`config.mk`:
```
export PLATFORM = sky130hd
export DESIGN_NAME = crer_top
export DESIGN_NICKNAME = d
export VERILOG_FILES = /design/src/hdl/crer_pkg.sv /design/src/hdl/crer_secded.sv /design/src/hdl/crer_top.sv
export VERILOG_INCLUDE_DIRS = /design/src /design/src/hdl
export SDC_FILE = /design/constraint.sdc
export NUM_CORES = 1
export LEC_CHECK = 0
export ABC_AREA = 1
export BUFFER_PORTS_ARGS = -buffer_cell sky130_fd_sc_hd__buf_2
export CAP_MARGIN = 25
export CORE_MARGIN = 2
export CORE_UTILIZATION = 35
export CTS_CLUSTER_SIZE = 12
export DETAILED_ROUTE_END_ITERATION = 12
export PLACE_DENSITY = 0.65
export SLEW_MARGIN = 20
export SYNTH_ARGS = -nofsm -noshare
export SYNTH_HDL_FRONTEND = slang
export SYNTH_SLANG_ARGS = --single-unit
```
`constraint.sdc`:
```
create_clock -name i_clk -period 4 [get_ports i_clk]
set_input_delay 0.6 -clock i_clk [delete_from_list [all_inputs] [get_ports i_clk]]
set_output_delay 0.6 -clock i_clk [all_outputs]
set_load 0.005 [all_outputs]
```
`src/hdl/crer_consts.svh`:
```
// constants for the cache ram error reporting block
// Summary of operation
// - dirty-data rams (l1d tag/data, l2 tag/data, queue) use secded ecc
// - clean-only rams (l1i tag/data, macro-op, translation cache) use parity
// - one parity bit per word; error fixed by invalidate and refetch
// - ecc check bits computed per protection granule of each ram
// - single-bit error in any ram is corrected, core keeps progressing
// - several single-bit errors in separate rams or granules all corrected
// - ecc double error detected, then reported or deferred
// - parity rams may miss double-bit errors in one word
// - three or more bit errors carry no detection guarantee
// - uncorrectable data carries poison to every consumer
// - l1d tag/data and l2 tag uncorrectables are uncontainable
// - double error on eviction poisons the evicted data
// - outgoing bus data carries a poison attribute
// - barrier takes or pends in deferred status all earlier system errors
// - node 0 records shared l3 errors, node 1 private l1/l2
// - fault raises interrupt and updates detecting node's record
// - fault enable: deferred, uncorrected, counter overflow raise fault irq
// - corrected-fault enable: corrected errors also raise fault irq
// - uncorrected enable: non-deferred uncorrected errors raise error irq
// - consumed error exception chosen from classified error type
// - exceptions are sync abort, async abort or error-recovery interrupt
`ifndef CRER_CONSTS_SVH
`define CRER_CONSTS_SVH
`define CRER_GRAN_W     64
`define CRER_ECC_W      8
`define CRER_CNT_W      8
`define CRER_CNT_RST    8'h00
`define CRER_CNT_MAX    8'hFF
`define CRER_NODE_L3    1'b0
`define CRER_NODE_CORE  1'b1
`define CRER_RAM_W      4
`endif

```
`src/hdl/crer_pkg.sv`:
```
// types for the cache ram error reporting block
package crer_pkg;
    // ram identifiers; below 5 are ecc rams
    typedef enum logic [3:0] {
        CRER_RAM_L1D_DATA = 4'h0,
        CRER_RAM_L1D_TAG  = 4'h1,
        CRER_RAM_L2_DATA  = 4'h2,
        CRER_RAM_L2_TAG   = 4'h3,
        CRER_RAM_QUEUE    = 4'h4,
        CRER_RAM_L1I_DATA = 4'h5,
        CRER_RAM_L1I_TAG  = 4'h6,
        CRER_RAM_MACRO_OP = 4'h7,
        CRER_RAM_TC       = 4'h8
    } crer_ram_e;

    typedef enum logic [1:0] {
        CRER_EXC_NONE         = 2'h0,
        CRER_EXC_SYNC_ABORT   = 2'h1,
        CRER_EXC_ASYNC_ABORT  = 2'h2,
        CRER_EXC_RECOVERY_IRQ = 2'h3
    } crer_exc_e;

    typedef enum logic [1:0] {
        CRER_CLS_OK    = 2'h0,
        CRER_CLS_CE    = 2'h1,
        CRER_CLS_DE    = 2'h2,
        CRER_CLS_UE    = 2'h3
    } crer_cls_e;

    // one ram read presented for checking
    typedef struct packed {
        logic         valid;
        crer_ram_e    ram;
        logic [63:0]  data;
        logic [7:0]   check;
        logic         evict;
        logic         consume;
        logic         sync_use;
        logic         node;
    } crer_rd_s;

    // checked result
    typedef struct packed {
        logic         valid;
        logic [63:0]  data;
        logic         poison;
        logic         refetch;
        crer_cls_e    cls;
    } crer_res_s;

    typedef struct packed {
        logic fault_irq_enable;
        logic corrected_fault_irq_enable;
        logic uncorrected_irq_enable;
    } crer_ctl_s;

    typedef struct packed {
        logic        valid;
        logic        ce;
        logic        de;
        logic        ue;
        logic        uncontain;
        logic        overflow;
        crer_ram_e   ram;
        logic [7:0]  ce_count;
    } crer_rec_s;
endpackage

```
`src/hdl/crer_secded.sv`:
```
// secded decoder for one 64-bit granule, extended hamming 72/64
`timescale 1ns/100ps
module crer_secded
(
    // granule in
    input  wire logic [63:0] i_data,
    input  wire logic [7:0]  i_check,
    // corrected out
    output logic      [63:0] o_data,
    output logic             o_single,
    output logic             o_double
);
    logic [6:0]  syn;
    logic        par;
    logic [7:0]  calc;

    // hamming check bits over data positions, plus overall parity
    function automatic logic [7:0] gen(input logic [63:0] d);
        logic [7:0] c;
        int unsigned p;
        int unsigned k;
        c = 8'h00;
        p = 3;
        for (k = 0; k < 64; k++)
        begin
            while ((p & (p - 1)) == 0)
                p++;
            for (int b = 0; b < 7; b++)
                if (p[b])
                    c[b] ^= d[k];
            p++;
        end
        c[7] = ^{d, c[6:0]};
        return c;
    endfunction

    // map syndrome back to data bit index
    function automatic int pos_to_bit(input logic [6:0] s);
        int unsigned p;
        int r;
        r = -1;
        p = 3;
        for (int k = 0; k < 64; k++)
        begin
            while ((p & (p - 1)) == 0)
                p++;
            if (p[6:0] == s)
                r = k;
            p++;
        end
        return r;
    endfunction

    always_comb
    begin
        int bi;
        bi = -1;
        calc = gen(i_data);
        syn = calc[6:0] ^ i_check[6:0];
        par = ^{i_data, i_check};
        o_data = i_data;
        bi = pos_to_bit(syn);
        o_single = par;
        o_double = (syn != 7'h00) && !par;
        if (par && bi >= 0)
            o_data[bi] = ~i_data[bi];
    end
endmodule // crer_secded

```
`src/hdl/crer_top.sv`:
```
// error checking, containment and reporting for core rams
`timescale 1ns/100ps
`include "crer_consts.svh"
module crer_top
(
    // clock and reset
    input  wire logic                  i_clk,
    input  wire logic                  i_rst,
    // ram read under check
    input  wire crer_pkg::crer_rd_s    i_rd,
    input  wire logic                  i_parity,
    // error record control and clearing
    input  wire crer_pkg::crer_ctl_s   i_error_record_control,
    input  wire logic                  i_clear_node0,
    input  wire logic                  i_clear_node1,
    // barrier and deferred status
    input  wire logic                  i_error_sync_barrier,
    input  wire logic                  i_serror_pending,
    input  wire logic                  i_serror_taken,
    input  wire logic                  i_deferred_clear,
    // checked result and bus data
    output crer_pkg::crer_res_s        o_res,
    output logic                       o_bus_poison,
    output crer_pkg::crer_exc_e        o_exception,
    // error records
    output crer_pkg::crer_rec_s        o_rec_node0,
    output crer_pkg::crer_rec_s        o_rec_node1,
    output logic                       o_deferred_irq_status_reg,
    // interrupts to the interrupt controller
    output logic                       o_core_fault_irq_out_n,
    output logic                       o_core_error_irq_out_n
);
    import crer_pkg::*;

    logic [63:0] cor_data;
    logic        sgl;
    logic        dbl;
    logic        is_ecc;
    logic        uncont;
    crer_cls_e   cls;

    crer_res_s   res;
    crer_res_s   next_res;
    logic        bus_poison;
    logic        next_bus_poison;
    crer_exc_e   exc;
    crer_exc_e   next_exc;
    crer_rec_s   rec [2];
    crer_rec_s   next_rec [2];
    logic        disr;
    logic        next_disr;
    logic        fault_lat [2];
    logic        next_fault_lat [2];
    logic        err_lat [2];
    logic        next_err_lat [2];

    function automatic logic ram_is_ecc(input crer_ram_e r);
        return r inside {CRER_RAM_L1D_DATA, CRER_RAM_L1D_TAG,
                         CRER_RAM_L2_DATA, CRER_RAM_L2_TAG, CRER_RAM_QUEUE};
    endfunction

    crer_secded u_secded
    (
        .i_data   (i_rd.data),
        .i_check  (i_rd.check),
        .o_data   (cor_data),
        .o_single (sgl),
        .o_double (dbl)
    );

    // classify the current read
    always_comb
    begin
        is_ecc = ram_is_ecc(i_rd.ram);
        uncont = i_rd.ram inside {CRER_RAM_L1D_DATA, CRER_RAM_L1D_TAG,
                                  CRER_RAM_L2_TAG};
        cls = CRER_CLS_OK;
        if (i_rd.valid)
        begin
            if (is_ecc)
            begin
                // double error (nonzero syndrome, even parity): deferred on eviction, else uncorrected
                if (dbl)
                    cls = i_rd.evict ? CRER_CLS_DE : CRER_CLS_UE;
                else if (sgl)
                    cls = CRER_CLS_CE;
            end
            else if (^{i_rd.data, i_parity})
                cls = CRER_CLS_CE;
        end
    end

    // result path
    always_comb
    begin
        next_res.valid   = i_rd.valid;
        next_res.data    = is_ecc ? cor_data : i_rd.data;
        next_res.poison  = i_rd.valid && is_ecc && dbl;
        next_res.refetch = i_rd.valid && !is_ecc
                           && cls == CRER_CLS_CE;
        next_res.cls     = cls;
        next_bus_poison  = next_res.poison && i_rd.evict;
        next_exc = CRER_EXC_NONE;
        if (i_rd.valid && i_rd.consume && dbl && is_ecc)
        begin
            if (uncont && !i_rd.evict)
                next_exc = CRER_EXC_ASYNC_ABORT;
            else if (i_rd.sync_use)
                next_exc = CRER_EXC_SYNC_ABORT;
            else
                next_exc = CRER_EXC_RECOVERY_IRQ;
        end
    end

    // records per node and interrupt levels
    always_comb
    begin
        logic ce;
        logic de;
        logic ue;
        logic ovf;
        logic clr;
        ce = 1'b0;
        de = 1'b0;
        ue = 1'b0;
        ovf = 1'b0;
        clr = 1'b0;
        for (int n = 0; n < 2; n++)
        begin
            next_rec[n] = rec[n];
            next_fault_lat[n] = fault_lat[n];
            next_err_lat[n] = err_lat[n];
            clr = (n == 0) ? i_clear_node0 : i_clear_node1;
            if (clr)
            begin
                next_rec[n] = '0;
                next_fault_lat[n] = 1'b0;
                next_err_lat[n] = 1'b0;
            end
            if (i_rd.valid && cls != CRER_CLS_OK
                && i_rd.node == n[0])
            begin
                ce  = cls == CRER_CLS_CE;
                de  = cls == CRER_CLS_DE;
                ue  = cls == CRER_CLS_UE;
                ovf = ce && !clr && rec[n].ce_count == `CRER_CNT_MAX;
                next_rec[n].valid     = 1'b1;
                next_rec[n].ram       = i_rd.ram;
                next_rec[n].ce        = next_rec[n].ce | ce;
                next_rec[n].de        = next_rec[n].de | de;
                next_rec[n].ue        = next_rec[n].ue | ue;
                next_rec[n].uncontain = next_rec[n].uncontain
                                        | (ue && uncont);
                next_rec[n].overflow  = next_rec[n].overflow | ovf;
                if (ce)
                    next_rec[n].ce_count = clr ? 8'h01
                                         : rec[n].ce_count + 8'h01;
                if (i_error_record_control.fault_irq_enable
                    && (de || ue || ovf))
                    next_fault_lat[n] = 1'b1;
                if (i_error_record_control.corrected_fault_irq_enable
                    && ce)
                    next_fault_lat[n] = 1'b1;
                if (i_error_record_control.uncorrected_irq_enable && ue)
                    next_err_lat[n] = 1'b1;
            end
        end
    end

    // deferred system-error status at barrier
    always_comb
    begin
        next_disr = disr;
        if (i_deferred_clear)
            next_disr = 1'b0;
        if (i_error_sync_barrier && i_serror_pending && !i_serror_taken)
            next_disr = 1'b1;
    end

    always_ff @(posedge i_clk or posedge i_rst)
    begin
        if (i_rst)
        begin
            res        <= '0;
            bus_poison <= 1'b0;
            exc        <= CRER_EXC_NONE;
            disr       <= 1'b0;
            for (int n = 0; n < 2; n++)
            begin
                rec[n]       <= '0;
                fault_lat[n] <= 1'b0;
                err_lat[n]   <= 1'b0;
            end
        end
        else
        begin
            res        <= next_res;
            bus_poison <= next_bus_poison;
            exc        <= next_exc;
            disr       <= next_disr;
            for (int n = 0; n < 2; n++)
            begin
                rec[n]       <= next_rec[n];
                fault_lat[n] <= next_fault_lat[n];
                err_lat[n]   <= next_err_lat[n];
            end
        end
    end

    assign o_res                     = res;
    assign o_bus_poison              = bus_poison;
    assign o_exception               = exc;
    assign o_rec_node0               = rec[0];
    assign o_rec_node1               = rec[1];
    assign o_deferred_irq_status_reg = disr;
    assign o_core_fault_irq_out_n    = ~(fault_lat[0] | fault_lat[1]);
    assign o_core_error_irq_out_n    = ~(err_lat[0] | err_lat[1]);
endmodule // crer_top

```
==> run summary <==
The most common cell in the synthesized netlist is sky130_fd_sc_hd__nand2_1. Static timing analysis puts the maximum clock frequency at 205 MHz. On the worst path, the slowest cell contributes a delay of 0.20 ns. Across every metal layer, demand over resource in global routing totals 0.263. The yosys synthesis warning count is 0. The share of the synthesized area in the top cell type came out at 0.260.

The detailed-route wire length per cell is 16.6 um. The worst-case IR drop observed on VDD is 0.693 mV. Data on the critical path is required at its endpoint by 4.35 ns. The number of nets with antenna violations after routing came out at 0. Across the run, the number of max-cap violations was 0. The number of slew-limit violations in the final report came out at 0. The later-pin clock latency in the skew report came out at 0.42 ns.

The filler-free cell count of the finished design is 2611. The cell type of the slowest stage on the worst timing path is sky130_fd_sc_hd__buf_4. The final worst setup slack came out at -0.884 ns. Sorting the synthesized cells by how often they occur yields 486 x sky130_fd_sc_hd__nand2_1, 246 x sky130_fd_sc_hd__inv_1, 172 x sky130_fd_sc_hd__nor2_1, 118 x sky130_fd_sc_hd__nand3_1, 113 x sky130_fd_sc_hd__dfrtp_1.

Ranked by total cell area, the synthesized netlist is headed by sky130_fd_sc_hd__dfrtp_1 26%, sky130_fd_sc_hd__nand2_1 17%, sky130_fd_sc_hd__inv_1 8.5%, sky130_fd_sc_hd__nand3_2 6.1%, sky130_fd_sc_hd__nor2_1 5.9%. The critical path start-end classification is in2reg. Of the total synthesized cell area, the portion taken by AND, OR, NAND and NOR gates is 0.413. Of the total synthesized cell area, the portion taken by XOR and XNOR cells is 0.121. The average cell area after synthesis came out at 6.45 um^2.

The number of clock buffers added by TritonCTS is 17. The min-delay analysis places its worst path in the category in2async. From bottom edge to top edge, the die measures 180 um.

Before CTS, the worst setup slack after placement is -1.45 ns. Dividing the final minimum period by the clock period gives 1.22. The number of cells on the worst reg-to-reg path came out at 9.

The static leakage came out at 0.00874 uW. The aggregate global routing overflow came out at 0. The effective utilization at floorplan came out at 0.355. The share of final-layout standard cells stronger than drive strength 1 is 0.394. Setup violations remaining at the end of the flow were counted as 64. The worst setup path is captured at a flip-flop.

The total standard cell area after synthesis is 0.0109 mm^2. Of all cell types, the one taking the most synthesized area is sky130_fd_sc_hd__dfrtp_1. The clock drives 113 sinks. The via count is 13.2k. The final worst clock skew is 0.00599 ns. The count of endpoints failing hold in the final timing report came out at 0. The first-pass GRT wire length is 67700 um. The count of H-tree levels built during CTS is 4.

The number of global-route vias before repair came out at 12.4k. The die span in x came out at 180 um. Entering global routing, the biggest net connects 51 pins. In this run, placement finished with an instance count of 2553. Relative to the synthesized area, the layout overhead comes to 52.3%. Clock-pin slew was measured on the worst setup and hold paths at 0.06 ns. The maximum count of clock buffers along a single path is 2.

The initial antenna violation count is 0. The hold buffer count at CTS came out at 0. The HPWL after detailed placement is 34300 um.

The iteration-0 DRC count of the detailed router is 964. STA classifies the critical path startpoint as an input pin. The adder-cell share of the synthesized area came out at 0.00231.

The count of state elements after synthesis came out at 113. The first TritonRoute pass finished after 8 iterations. In this run the tightest slew margin relative to its limit is 0.587. The multiplexer share of the synthesized area came out at 0. The post-synthesis instance total is 1683.

The number of top-level design ports came out at 204. Summing all placed instances gives a cell area of 0.0148 mm^2. The TritonCTS clock tree is built. The proportion of synthesized flip-flops having asynchronous set or reset came out at 1.00. The run finished, with violations left. At the end of the flow the core is filled with cells to 0.541.

The post-route standard cell area excluding fillers came out at 0.0165 mm^2. The most used flip-flop cell after synthesis is sky130_fd_sc_hd__dfrtp_1. The tree is rooted in a sky130_fd_sc_hd__clkbuf_16. The weighted congestion reported at the end of routability-driven placement is 0.982. In this run the worst path has a maximum fanout of 7. The sequential-to-total area share from yosys stat came out at 0.260. After detailed routing, the number of remaining DRC violations is 0. Setup repair after global routing could not meet its margin everywhere. Among the stages of the critical path, the cell type that occurs most often is sky130_fd_sc_hd__nand2_2. The time the final worst path needs with I/O delays and setup came out at 4.88 ns.

The flip-flop count of the largest register after layout came out at 69. The post-layout net count came out at 2298. The die covers 0.0324 mm^2. The number of nets handed over by synthesis was 1778. The count of flip-flops with a built-in enable after synthesis came out at 0. After floorplanning, the core was divided into 64 placement rows.

The unique cell type count in the Yosys netlist is 47. The region available for standard cell placement spans 0.0306 mm^2. The arrival time at the worst endpoint is 5.24 ns.

The routed wire length came out at 43500 um. The average vias per placed instance is 5.04. The repair_antennas step left the layout with diodes totalling 0. The checks that failed: negative setup slack. The worst-margin pin slew came out at 0.620 ns. The setup TNS came out at -53.25 ns.

The areal power density over the cells is 790 mW/mm^2. The total of buffers placed on input and output ports came out at 203. The complex-gate fraction of the synthesized area is 0.0726. The combinational family with the most area after synthesis is simple AND/OR/NAND/NOR gates.
-- layout make-up --
type | instances | area, um^2
Fill cell | 2915 | 14100
Multi-Input combinational cell | 1249 | 7300
Timing Repair Buffer | 561 | 4330
Sequential cell | 113 | 2830
Inverter | 261 | 990
Tap cell | 396 | 495
Clock buffer | 19 | 433
Clock inverter | 12 | 159
-- metal layers --
layer / wire length, um / vias up / GRT usage
met2: 19700 / 599 / 0.437
li1: - / 6346 / -
met1: 19300 / 6124 / 0.361
met3: 3460 / 82 / 0.0412
met5: 0 / - / 0
met4: 1000 / 0 / 0.0581
-- report_power, final --
group / leakage [uW] / switching [uW] / internal [uW]
sequential: 0.00141 / 88.2 / 1300
clock: 0.000284 / 564 / 980
combinational: 0.00704 / 5480 / 4650
-- repair_timing --
action / CTS / global route
pin swaps: 6 / 26
setup endpoints to repair: 67 / 70
setup buffers: 13 / 10
resized for setup: 121 / 113
hold endpoints to repair: 0 / 0
gates cloned: 9 / 2
-- worst max-delay path, delay by kind of cell --
family / cells / cell delay (ns)
xor+xnor: 1 / 0.17
buf+inv: 11 / 1.32
simple gates: 36 / 3.13
-- kinds of logic after synthesis --
group	count (synthesis)
adder cells (fa/ha/maj)	2
flip-flops	113
AO/OA/AOI/OAI	148
AND/OR/NAND/NOR	954
buffers and inverters	321
XOR/XNOR	145
-- worst paths after layout --
path	from	slack [ns]	to
max reg2reg	o_rec_node1[0]	2.11	fault_lat[0]
min in group i_clk	i_rd[80]	0.33	o_res[68]
min	i_rst	0.27	o_rec_node0[6]
max	i_rd[52]	-0.88	o_res[50]
max in group asynchronous	i_rst	2.83	o_res[55]
min reg2reg	o_rec_node0[17]	0.48	o_rec_node0[17]
-- through the flow --
| stage | power (uW) | hold slack (ns) |
|---|---|---|
| final | 13100 | 0.270 |
| after global routing | 13700 | 0.317 |
| after CTS | 12500 | 0.282 |
| after detailed placement | 9060 | 0.465 |
| after global placement | 8990 | 0.460 |
| after floorplan | 5980 | 0.454 |
-- layout by cell type (no fill, tap or decap), types with 9 or more instances in the layout --
cell type                   Yosys  routed
sky130_fd_sc_hd__a21oi_1       20      18
sky130_fd_sc_hd__buf_12         6      26
sky130_fd_sc_hd__buf_2         12     179
sky130_fd_sc_hd__buf_4          5     321
sky130_fd_sc_hd__buf_6         11      16
sky130_fd_sc_hd__clkbuf_16      0      19
sky130_fd_sc_hd__dfrtp_1      113     113
sky130_fd_sc_hd__inv_1        246     210
sky130_fd_sc_hd__inv_2         13      45
sky130_fd_sc_hd__nand2_1      486     420
sky130_fd_sc_hd__nand2_2       21      80
sky130_fd_sc_hd__nand2_4        2       9
sky130_fd_sc_hd__nand3_1      118      93
sky130_fd_sc_hd__nand3_2       66      84
sky130_fd_sc_hd__nand4_1       58      58
sky130_fd_sc_hd__nor2_1       172     155
sky130_fd_sc_hd__nor2_2         3      13
sky130_fd_sc_hd__nor2_4         2       9
sky130_fd_sc_hd__o21ai_0      112     109
sky130_fd_sc_hd__xnor2_1       72      60
sky130_fd_sc_hd__xnor2_2        3       9
sky130_fd_sc_hd__xor2_1        69      61
(Power assumes the default switching activity.)
